<file path="src/hw/pfa_pkg.sv">
// constants, types and shared functions of the parameter flash block access logic
package pfa_pkg;

    // ********************************
    // geometry
    // ********************************
    localparam int unsigned BLK_BYTES = 32;
    localparam int unsigned N_SLOTS   = 7;
    localparam int unsigned SLOT_W    = 3;

    // ********************************
    // command codes
    // ********************************
    localparam logic [7:0] CMD_CTRL_LO   = 8'h00;
    localparam logic [7:0] CMD_CTRL_HI   = 8'h01;
    localparam logic [7:0] CMD_FLAGS_LO  = 8'h0E;
    localparam logic [7:0] CMD_FLAGS_HI  = 8'h0F;
    localparam logic [7:0] CMD_CLASS     = 8'h3E;
    localparam logic [7:0] CMD_BLOCK     = 8'h3F;
    localparam logic [7:0] CMD_WIN_FIRST = 8'h40;
    localparam logic [7:0] CMD_WIN_LAST  = 8'h5F;
    localparam logic [7:0] CMD_CSUM      = 8'h60;
    localparam logic [7:0] CMD_BDC       = 8'h61;

    // ********************************
    // field values and reset values
    // ********************************
    localparam logic [7:0]  BDC_CLASS_MODE = 8'h00;
    localparam logic [7:0]  BDC_RST        = 8'h01;
    localparam logic [7:0]  SEL_RST        = 8'h00;
    localparam logic [7:0]  INFO_A_SEL     = 8'h01;
    localparam logic [7:0]  INFO_C_SEL     = 8'h03;
    localparam logic [7:0]  SUB_INFO       = 8'h3A;
    localparam logic [7:0]  SUB_DATA       = 8'h30;
    localparam logic [7:0]  SUB_REGS       = 8'h40;
    localparam logic [7:0]  SUB_KEYS       = 8'h70;
    localparam logic [7:0]  CSUM_BASE      = 8'hFF;
    localparam logic [15:0] SUBCMD_SEAL    = 16'h0020;
    localparam logic [15:0] SUBCMD_LOADER  = 16'h0F00;
    localparam int unsigned CS_SS_BIT      = 13;
    localparam int unsigned FLAGS_FAS_BIT  = 14;
    localparam int unsigned MDATE_OFS      = 2;
    localparam int unsigned DATE_YEAR_BASE = 1980;
    localparam int unsigned DATE_MONTH_MUL = 32;
    localparam int unsigned DATE_YEAR_MUL  = 256;
    // stored keys as read back: unlock 0, unlock 1, privileged 0, privileged 1
    localparam logic [3:0][15:0] KEY_RST = {16'h4444, 16'h3333, 16'h2222, 16'h1111};

    // ********************************
    // slots of the flash array
    // ********************************
    localparam logic [SLOT_W-1:0] SLOT_INFO_A = 3'h0;
    localparam logic [SLOT_W-1:0] SLOT_INFO_C = 3'h2;
    localparam logic [SLOT_W-1:0] SLOT_KEYS   = 3'h3;
    localparam logic [SLOT_W-1:0] SLOT_DATA0  = 3'h4;
    localparam logic [SLOT_W-1:0] SLOT_REGS   = 3'h6;

    // ********************************
    // types
    // ********************************
    typedef enum logic [1:0] {MODE_SEALED, MODE_UNLOCKED_MODE, MODE_FULL, MODE_LOADER} pfa_mode_t;
    typedef enum logic [1:0] {PEND_NONE, PEND_UNSEAL, PEND_FULL} pfa_pend_t;

    typedef struct packed {
        logic [7:0] addr;
        logic [7:0] wdata;
        logic       wr;
        logic       rd;
    } pfa_req_t;

    typedef struct packed {
        logic commit;
        logic reject;
    } pfa_evt_t;

    typedef struct packed {
        logic [4:0]  day;
        logic [3:0]  month;
        logic [15:0] year;
    } pfa_date_t;

    // ********************************
    // functions
    // ********************************
    function automatic logic [15:0] pfa_swap16(input logic [15:0] w);
        return {w[7:0], w[15:8]};
    endfunction : pfa_swap16

    function automatic logic [15:0] pfa_date_code(input pfa_date_t d);
        int unsigned v;
        v = d.day + d.month * DATE_MONTH_MUL + (d.year - DATE_YEAR_BASE) * DATE_YEAR_MUL;
        return v[15:0];
    endfunction : pfa_date_code

endpackage : pfa_pkg

</file>
<file path="src/hw/pfa_block_access.sv">
// parameter flash block window, checksum commit and key-based security modes

// Summary of operation
// - holds a 32-byte user information area in flash, host readable and writable
// - unlocked with access control 0x00: info area reached like any location
// - flash written from the window only after a correct checksum arrives
// - class access: subclass 58, offsets 0 to 31, is the info area
// - locations resolved by subclass id and offset, no grouping class needed
// - locked or control not 0x00: index 1..3 loads info block A..C
// - info selection mode: edited window stored back after a valid checksum
// - locked: info block A readable but never committed
// - privileged read/write all; unlocked read all, write all but keys; locked read public only; loader none
// - loader entry and key rewrite only from privileged mode
// - key pair must come as two consecutive control words, else rejected
// - sealed flag set while locked, cleared by the unlock key pair
// - full-access flag cleared by the privileged key pair
// - keys stored as two-byte words, rewritable only in privileged mode
// - control key words compared byte-swapped against stored words
// - manufacture date stored as day + month*32 + (year-1980)*256
// - expected checksum is 255 minus byte sum of window 0x40..0x5F
// - command 0x61 is block access control; 0x00 enables class access
// - command 0x3F is block index; index n maps offsets 32n..32n+31
module pfa_block_access
    import pfa_pkg::*;
(
    // clock and reset
    input  wire logic      i_ref_clk,
    input  wire logic      i_rstn,
    // host command port
    input  wire pfa_req_t  i_req,
    output logic [7:0]     o_rdata,
    // manufacture date stamp
    input  wire logic      i_date_wr,
    input  wire pfa_date_t i_date,
    // state
    output pfa_mode_t      o_mode,
    output logic           o_sealed_flag,
    output logic           o_full_access_flag,
    output pfa_evt_t       o_evt
);

    // ********************************
    // storage
    // ********************************
    logic [BLK_BYTES-1:0][7:0] flash_mem [N_SLOTS];
    logic [BLK_BYTES-1:0][7:0] win_reg;
    logic [7:0]                class_reg;
    logic [7:0]                blk_reg;
    logic [7:0]                bdc_reg;
    logic [7:0]                ctrl_lo_reg;
    pfa_mode_t                 mode_reg;
    pfa_pend_t                 pend_reg;

    logic              class_mode;
    logic              sel_ok;
    logic [SLOT_W-1:0] sel_slot;
    logic              next_ok;
    logic [SLOT_W-1:0] next_slot;
    logic              rd_ok;
    logic              wr_ok;
    logic [7:0]        csum_exp;
    logic              csum_wr;
    logic              commit;
    logic              reload;
    logic              win_wr;
    logic [4:0]        win_idx;
    logic              ctrl_evt;
    logic [15:0]       ctrl_word;
    logic [15:0]       key_sw;
    logic [15:0]       cs_word;
    logic [15:0]       flags_word;
    logic [15:0]       date_code;

    // ********************************
    // helpers
    // ********************************
    // access mode, subclass id and index pick the slot; grouping class is never looked at
    function automatic logic [SLOT_W:0] slot_map(input logic cm, input logic [7:0] cls, input logic [7:0] blk);
        logic [SLOT_W:0] r;
        r = '0;
        if (!cm) begin
            if (blk >= INFO_A_SEL && blk <= INFO_C_SEL) begin
                r = {1'b1, SLOT_W'(blk - INFO_A_SEL)};
            end
        end else if (cls == SUB_INFO && blk == SEL_RST) begin
            r = {1'b1, SLOT_INFO_A};
        end else if (cls == SUB_KEYS && blk == SEL_RST) begin
            r = {1'b1, SLOT_KEYS};
        end else if (cls == SUB_DATA && blk <= INFO_A_SEL) begin
            r = {1'b1, SLOT_W'(SLOT_DATA0 + blk[SLOT_W-1:0])};
        end else if (cls == SUB_REGS && blk == SEL_RST) begin
            r = {1'b1, SLOT_REGS};
        end
        return r;
    endfunction : slot_map

    function automatic logic [15:0] key_word(input logic [BLK_BYTES-1:0][7:0] b, input int k);
        return {b[2*k], b[2*k+1]};
    endfunction : key_word

    function automatic logic [7:0] byte_sum(input logic [BLK_BYTES-1:0][7:0] b);
        logic [7:0] s;
        s = '0;
        for (int i = 0; i < BLK_BYTES; i++) begin
            s = s + b[i];
        end
        return s;
    endfunction : byte_sum

    // ********************************
    // decode
    // ********************************
    assign class_mode = (mode_reg == MODE_UNLOCKED_MODE || mode_reg == MODE_FULL)
                        && bdc_reg == BDC_CLASS_MODE;
    assign {sel_ok, sel_slot} = slot_map(class_mode, class_reg, blk_reg);
    assign {next_ok, next_slot} = slot_map(class_mode,
        (i_req.wr && i_req.addr == CMD_CLASS) ? i_req.wdata : class_reg,
        (i_req.wr && i_req.addr == CMD_BLOCK) ? i_req.wdata : blk_reg);

    assign reload   = i_req.wr && (i_req.addr == CMD_CLASS || i_req.addr == CMD_BLOCK);
    assign win_wr   = i_req.wr && i_req.addr >= CMD_WIN_FIRST && i_req.addr <= CMD_WIN_LAST
                      && mode_reg != MODE_LOADER;
    assign win_idx  = 5'(i_req.addr - CMD_WIN_FIRST);
    assign csum_exp = CSUM_BASE - byte_sum(win_reg);
    assign csum_wr  = i_req.wr && i_req.addr == CMD_CSUM;
    assign date_code = pfa_date_code(i_date);

    // reads: loader sees nothing; locked never reaches a private slot
    assign rd_ok = sel_ok && mode_reg != MODE_LOADER;

    always_comb begin
        wr_ok = 1'b0;
        unique case (mode_reg)
            MODE_SEALED:   wr_ok = sel_slot != SLOT_INFO_A;
            MODE_UNLOCKED_MODE: wr_ok = sel_slot != SLOT_KEYS;
            MODE_FULL:     wr_ok = 1'b1;
            MODE_LOADER:   wr_ok = 1'b0;
        endcase
    end

    // a mismatch simply drops the commit; the window stays for a retry
    assign commit = csum_wr && i_req.wdata == csum_exp && sel_ok && wr_ok;

    assign ctrl_evt  = i_req.wr && i_req.addr == CMD_CTRL_HI;
    assign ctrl_word = {i_req.wdata, ctrl_lo_reg};
    assign key_sw    = pfa_swap16(ctrl_word);

    always_comb begin
        cs_word = '0;
        cs_word[CS_SS_BIT] = o_sealed_flag;
        flags_word = '0;
        flags_word[FLAGS_FAS_BIT] = o_full_access_flag;
    end

    // ********************************
    // parameter flash
    // ********************************
    always_ff @(posedge i_ref_clk or negedge i_rstn) begin
        if (!i_rstn) begin
            for (int s = 0; s < N_SLOTS; s++) begin
                flash_mem[s] <= '0;
            end
            for (int k = 0; k < 4; k++) begin
                flash_mem[SLOT_KEYS][2*k]   <= KEY_RST[k][15:8];
                flash_mem[SLOT_KEYS][2*k+1] <= KEY_RST[k][7:0];
            end
        end else begin
            if (commit) begin
                flash_mem[sel_slot] <= win_reg;
            end
            // a stamp in the same cycle as a commit to this slot overrides those two bytes
            if (i_date_wr) begin
                flash_mem[SLOT_DATA0][MDATE_OFS]   <= date_code[15:8];
                flash_mem[SLOT_DATA0][MDATE_OFS+1] <= date_code[7:0];
            end
        end
    end

    // ********************************
    // window
    // ********************************
    always_ff @(posedge i_ref_clk or negedge i_rstn) begin
        if (!i_rstn) begin
            win_reg <= '0;
        end else if (reload) begin
            win_reg <= next_ok ? flash_mem[next_slot] : '0;
        end else if (win_wr) begin
            win_reg[win_idx] <= i_req.wdata;
        end
    end

    // ********************************
    // selection registers
    // ********************************
    always_ff @(posedge i_ref_clk or negedge i_rstn) begin
        if (!i_rstn) begin
            class_reg <= SEL_RST;
            blk_reg   <= SEL_RST;
            bdc_reg   <= BDC_RST;
        end else if (i_req.wr) begin
            if (i_req.addr == CMD_CLASS) begin
                class_reg <= i_req.wdata;
            end
            if (i_req.addr == CMD_BLOCK) begin
                blk_reg <= i_req.wdata;
            end
            if (i_req.addr == CMD_BDC) begin
                bdc_reg <= i_req.wdata;
            end
        end
    end

    // ********************************
    // security modes
    // ********************************
    always_ff @(posedge i_ref_clk or negedge i_rstn) begin
        if (!i_rstn) begin
            ctrl_lo_reg <= '0;
        end else if (i_req.wr && i_req.addr == CMD_CTRL_LO) begin
            ctrl_lo_reg <= i_req.wdata;
        end
    end

    // any control word that is not the expected second key drops the pending first key
    always_ff @(posedge i_ref_clk or negedge i_rstn) begin
        if (!i_rstn) begin
            mode_reg <= MODE_SEALED;
            pend_reg <= PEND_NONE;
        end else if (ctrl_evt) begin
            pend_reg <= PEND_NONE;
            if (pend_reg == PEND_UNSEAL && mode_reg == MODE_SEALED
                && key_sw == key_word(flash_mem[SLOT_KEYS], 1)) begin
                mode_reg <= MODE_UNLOCKED_MODE;
            end else if (pend_reg == PEND_FULL && mode_reg == MODE_UNLOCKED_MODE
                && key_sw == key_word(flash_mem[SLOT_KEYS], 3)) begin
                mode_reg <= MODE_FULL;
            end else if (mode_reg == MODE_SEALED && key_sw == key_word(flash_mem[SLOT_KEYS], 0)) begin
                pend_reg <= PEND_UNSEAL;
            end else if (mode_reg == MODE_UNLOCKED_MODE && key_sw == key_word(flash_mem[SLOT_KEYS], 2)) begin
                pend_reg <= PEND_FULL;
            end else if (ctrl_word == SUBCMD_SEAL
                && (mode_reg == MODE_UNLOCKED_MODE || mode_reg == MODE_FULL)) begin
                mode_reg <= MODE_SEALED;
            end else if (ctrl_word == SUBCMD_LOADER && mode_reg == MODE_FULL) begin
                mode_reg <= MODE_LOADER;
            end
        end
    end

    assign o_mode             = mode_reg;
    assign o_sealed_flag      = mode_reg == MODE_SEALED;
    assign o_full_access_flag = mode_reg != MODE_FULL;

    // ********************************
    // read data and events
    // ********************************
    always_ff @(posedge i_ref_clk or negedge i_rstn) begin
        if (!i_rstn) begin
            o_rdata <= '0;
        end else begin
            o_rdata <= '0;
            if (i_req.rd) begin
                if (i_req.addr >= CMD_WIN_FIRST && i_req.addr <= CMD_WIN_LAST) begin
                    o_rdata <= rd_ok ? win_reg[win_idx] : '0;
                end else begin
                    unique case (i_req.addr)
                        CMD_CTRL_LO:  o_rdata <= cs_word[7:0];
                        CMD_CTRL_HI:  o_rdata <= cs_word[15:8];
                        CMD_FLAGS_LO: o_rdata <= flags_word[7:0];
                        CMD_FLAGS_HI: o_rdata <= flags_word[15:8];
                        CMD_CLASS:    o_rdata <= class_reg;
                        CMD_BLOCK:    o_rdata <= blk_reg;
                        CMD_BDC:      o_rdata <= bdc_reg;
                        CMD_CSUM:     o_rdata <= rd_ok ? csum_exp : '0;
                        default:      o_rdata <= '0;
                    endcase
                end
            end
        end
    end

    always_ff @(posedge i_ref_clk or negedge i_rstn) begin
        if (!i_rstn) begin
            o_evt <= '0;
        end else begin
            o_evt.commit <= commit;
            o_evt.reject <= csum_wr && !commit;
        end
    end
endmodule : pfa_block_access

</file>
<file path="config.mk">
export PLATFORM = sky130hd
export DESIGN_NAME = pfa_block_access
export DESIGN_NICKNAME = d
export VERILOG_FILES = /design/src/hw/pfa_pkg.sv /design/src/hw/pfa_block_access.sv
export SDC_FILE = /design/constraint.sdc
export NUM_CORES = 2
export LEC_CHECK = 0
export ABC_CLOCK_PERIOD_IN_PS = 7200
export BUFFER_PORTS_ARGS = -buffer_cell sky130_fd_sc_hd__buf_4
export CAP_MARGIN = 20
export CORE_MARGIN = 5
export CORE_UTILIZATION = 55
export CTS_CLUSTER_DIAMETER = 40
export DETAILED_ROUTE_END_ITERATION = 12
export PLACE_DENSITY = 0.73
export SYNTH_ARGS = -nofsm -noshare
export SYNTH_HDL_FRONTEND = slang
export SYNTH_SLANG_ARGS = --single-unit
</file>
<file path="constraint.sdc">
create_clock -name i_ref_clk -period 7.2 [get_ports i_ref_clk]
set_input_delay 0.36 -clock i_ref_clk [delete_from_list [all_inputs] [get_ports i_ref_clk]]
set_output_delay 0.36 -clock i_ref_clk [all_outputs]
set_load 0.02 [all_outputs]
</file>
==> out/metrics.csv <==
stage;metric;value;unit
power;p_per_area;500;mW/mm2
logic_synthesis;synth_seq_area_share;50.5;%
global_route;antenna_found_initial;12;
route;avgViaCountPerCell;6.58;
clock_network;clk_pin_slew;0.06;ns
timing;setup_ws;-0.909;ns
clock_network;cts.path.max_buffers;4;
global_route;grt_pass1_wl;498000;um
die;num_rows;159;
die;die_width;444;um
global_route;grt_max_degree;188;
timing;hold_viol;0;
timing;hold_ws;0.0562;ns
route;dr.pass1.iters;6;
status;outcome;finished, violations left;
worst_hold_path;hold_depth;5;
die;die_area;0.198;mm2
critical_path;reg2reg_to;flash_mem[1405]$_DFFE_PN0P_;
die;io_pins;60;
finish;largest_reg_flops;1792;
die;start_util;55.3;%
clock_network;htree_levels;5;
route;drt.antenna.violating_nets;0;
die;dieHeight;444;um
placement;numPortBuffers;51;
route;vias;72400;
timing;fin_worst_skew;0.0847;ns
logic_synthesis;synth_area;0.104;mm2
logic_synthesis;yosysWarnings;0;
power;power.leakage;59.1;nW
finish;final_cell_mix;dfrtp_1, mux2_2, mux2_4;
logic_synthesis;ys_types;77;
timing;fmax;123;MHz
timing;worst_slew_pin_slew;1.20;ns
critical_path;rrSetupSlack;-0.91;ns
clock_network;cts_tree;done;
finish;area_growth;22.2;%
critical_path;end_kind;flop;
critical_path;crit_type;reg -> reg;
global_route;grt_pass1_vias;75900;
critical_path;rr_startpoint;win_reg[65]$_DFFE_PN0P_;
global_route;grt_overflow;0;
clock_network;clkLatencyLatePin;0.96;ns
logic_synthesis;synth_seq_cells;2094;
placement;dp_hpwl;198000;um
finish;nets;8533;
critical_path;cp_data_arrival_time;8.89;ns
logic_synthesis;synth_top_area_cell;dfrtp_1;
timing;grt_setup_unrepaired;true;
timing;slew_headroom;19.4;%
power;vdd_drop_max;3.03;mV
critical_path;critPathLaunchType;flop;
logic_synthesis;ys.flop_type;dfrtp_1;
clock_network;cts_made_buffers;309;
critical_path;cp_max_fo;11;
timing;post-route-period-util;113;%
finish;post-route-cell-area;0.127;mm2
logic_synthesis;synthArstFlopShare;100;%
clock_network;cts.sinks;2094;
timing;period_needed;8.11;ns
route;routedWlPerCell;30.7;um
logic_synthesis;synthesis.nets;7997;
finish;drive_gt1_share;38.5;%
worst_hold_path;min-delay-start;i_req[17];
timing;maxSlewViolCount;0;
clock_network;clockRootBuffer;clkbuf_16;
finish;mostFrequentLayoutCell;dfrtp_1;
timing;setup_viol;1794;
logic_synthesis;avgSynthCellArea;13.5;um2
route;remaining_drc_errors;0;
worst_hold_path;min_to;o_rdata[6]$_DFF_PN0_;
logic_synthesis;synth_top_area_share;50.0;%
placement;place_area;0.111;mm2
status;violations;negative setup slack;
global_route;grt_usage;33.1;%
route;drt_first_iter_violations;7645;
worst_hold_path;hold_class;in -> reg;
placement;gp_congestion;0.935;
critical_path;r2r.worst_path.cells;22;
logic_synthesis;synth_edf_count;0;
critical_path;required;7.98;ns
run;cap_violations;0;
die;core-area;0.188;mm2
route;wl;337000;um
logic_synthesis;synthCells;7719;
logic_synthesis;ys_top_cells_by_area;dfrtp_1, mux2_2, mux2i_1;
[cells in the mapped netlist, types with 14 or more instances]
master and instances:
dfstp_2 21, and2_1 14, buf_6 76, buf_4 24, nor3_1 22, a31oi_1 14, mux2_2 1544, a22oi_1 14
a211oi_1 129, buf_1 32, o21ai_0 129, mux2_4 240, clkbuf_1 297, nand2_1 333, fa_1 196, a221oi_1 130
o21ai_1 187, mux2i_1 664, a221o_1 256, xor2_1 55, nor4_1 25, ha_1 36, mux2_1 163, nor2_1 194
inv_1 75, xnor2_1 88, nand3_1 26, a21oi_1 307, nand4_1 14, mux4_2 64, buf_2 179, dfrtp_1 2073
[critical path, stage by stage (launching register included)]
cell and delay (ns):
dfrtp_1 0.54, fa_1 0.52, fa_1 0.53, fa_1 0.72
fa_1 0.51, fa_1 0.55, fa_1 0.46, fa_1 0.46
fa_1 0.50, inv_1 0.07, fa_2 0.44, xnor3_1 0.26
o31ai_2 0.09, nor4_2 0.35, nor4b_2 0.25, nor3b_2 0.23
buf_4 0.15, nand3_4 0.11, or2_4 0.35, buf_12 0.18
clkbuf_16 0.20, buf_12 0.17, mux2_4 0.30
[per-stage QoR]
| stage | std cells | setup slack (ns) | util, % | TNS (ns) | power [W] |
|---|---|---|---|---|---|
| finish | 11000 | -0.909 | 67.5 | -1377.82 | 0.0635 |
| global route | 11000 | -1.08 | 67.5 | -1681.81 | 0.0649 |
| CTS | 10900 | -0.777 | 66.4 | -1119.64 | 0.0627 |
| detailed placement | 10300 | -1.01 | 59.3 | -1456.81 | 0.0462 |
| global placement | 10300 | -0.987 | 59.3 | -1413.09 | 0.0460 |
| floorplan | 7719 | -0.0875 | - | -53.98 | 0.0310 |
[worst max-delay path by stage]
stage                             startpoint                          end  slack [ns]  depth (start not counted)
floorplan           win_reg[232]$_DFFE_PN0P_  flash_mem[1032]$_DFFE_PN0P_       -0.09                         26
global placement    win_reg[232]$_DFFE_PN0P_    flash_mem[83]$_DFFE_PN0P_       -0.99                         26
detailed placement  win_reg[232]$_DFFE_PN0P_    flash_mem[81]$_DFFE_PN0P_       -1.01                         26
CTS                 win_reg[232]$_DFFE_PN0P_  flash_mem[1523]$_DFFE_PN0P_       -0.78                         27
global route        win_reg[232]$_DFFE_PN0P_  flash_mem[1571]$_DFFE_PN0P_       -1.08                         29
finish               win_reg[65]$_DFFE_PN0P_  flash_mem[1405]$_DFFE_PN0P_       -0.91                         22
[report_power, final]
| part | switching (W) | internal [W] |
|---|---|---|
| combinational | 0.0181 | 0.0175 |
| sequential | 0.000284 | 0.0120 |
| clock | 0.00583 | 0.00969 |
[cell type report]
class                   count  area [um2]
fillers                 12600       61000
flip-flops and latches   2094       52400
multi-input cells        4940       50000
repair buffers            834       10400
clock buffers             363        8320
well taps                2495        3120
clock inverters           183        2230
inverters                  76         285
diodes                     10        25.0
[cells by family (layout without fill, tap and decap cells)]
| family | after synthesis | after routing | synth area share, % |
|---|---|---|---|
| other | 0 | 10 | 0 |
| adder cells (fa/ha/maj) | 232 | 232 | 4.21 |
| XOR/XNOR | 152 | 152 | 1.40 |
| multiplexers | 2675 | 2675 | 29.8 |
| buffers and inverters | 685 | 1456 | 3.33 |
| AND/OR/NAND/NOR | 673 | 673 | 2.78 |
| flip-flops | 2094 | 2094 | 50.5 |
| AO/OA/AOI/OAI | 1208 | 1208 | 8.01 |
[what timing repair did]
action / in CTS / in global routing
setup endpoints to repair: 1794 / 1796
buffers inserted: 50 / 44
cloned: 37 / 38
endpoints found under the hold margin: 137 / 0
hold buffers: 29 / 0
pin swaps: 13 / 0
resized for setup: 214 / 304
[metal layers]
metal  part of all wire, %  up-vias  track usage [%]
met5                0.0068        -                0
met3                   9.4     1142             7.88
met4                   6.6        6             18.7
met2                    46     3781             51.3
met1                    38    38100             43.0
li1                      -    29400                -
Note: power is estimated with default switching activity, not from simulation.
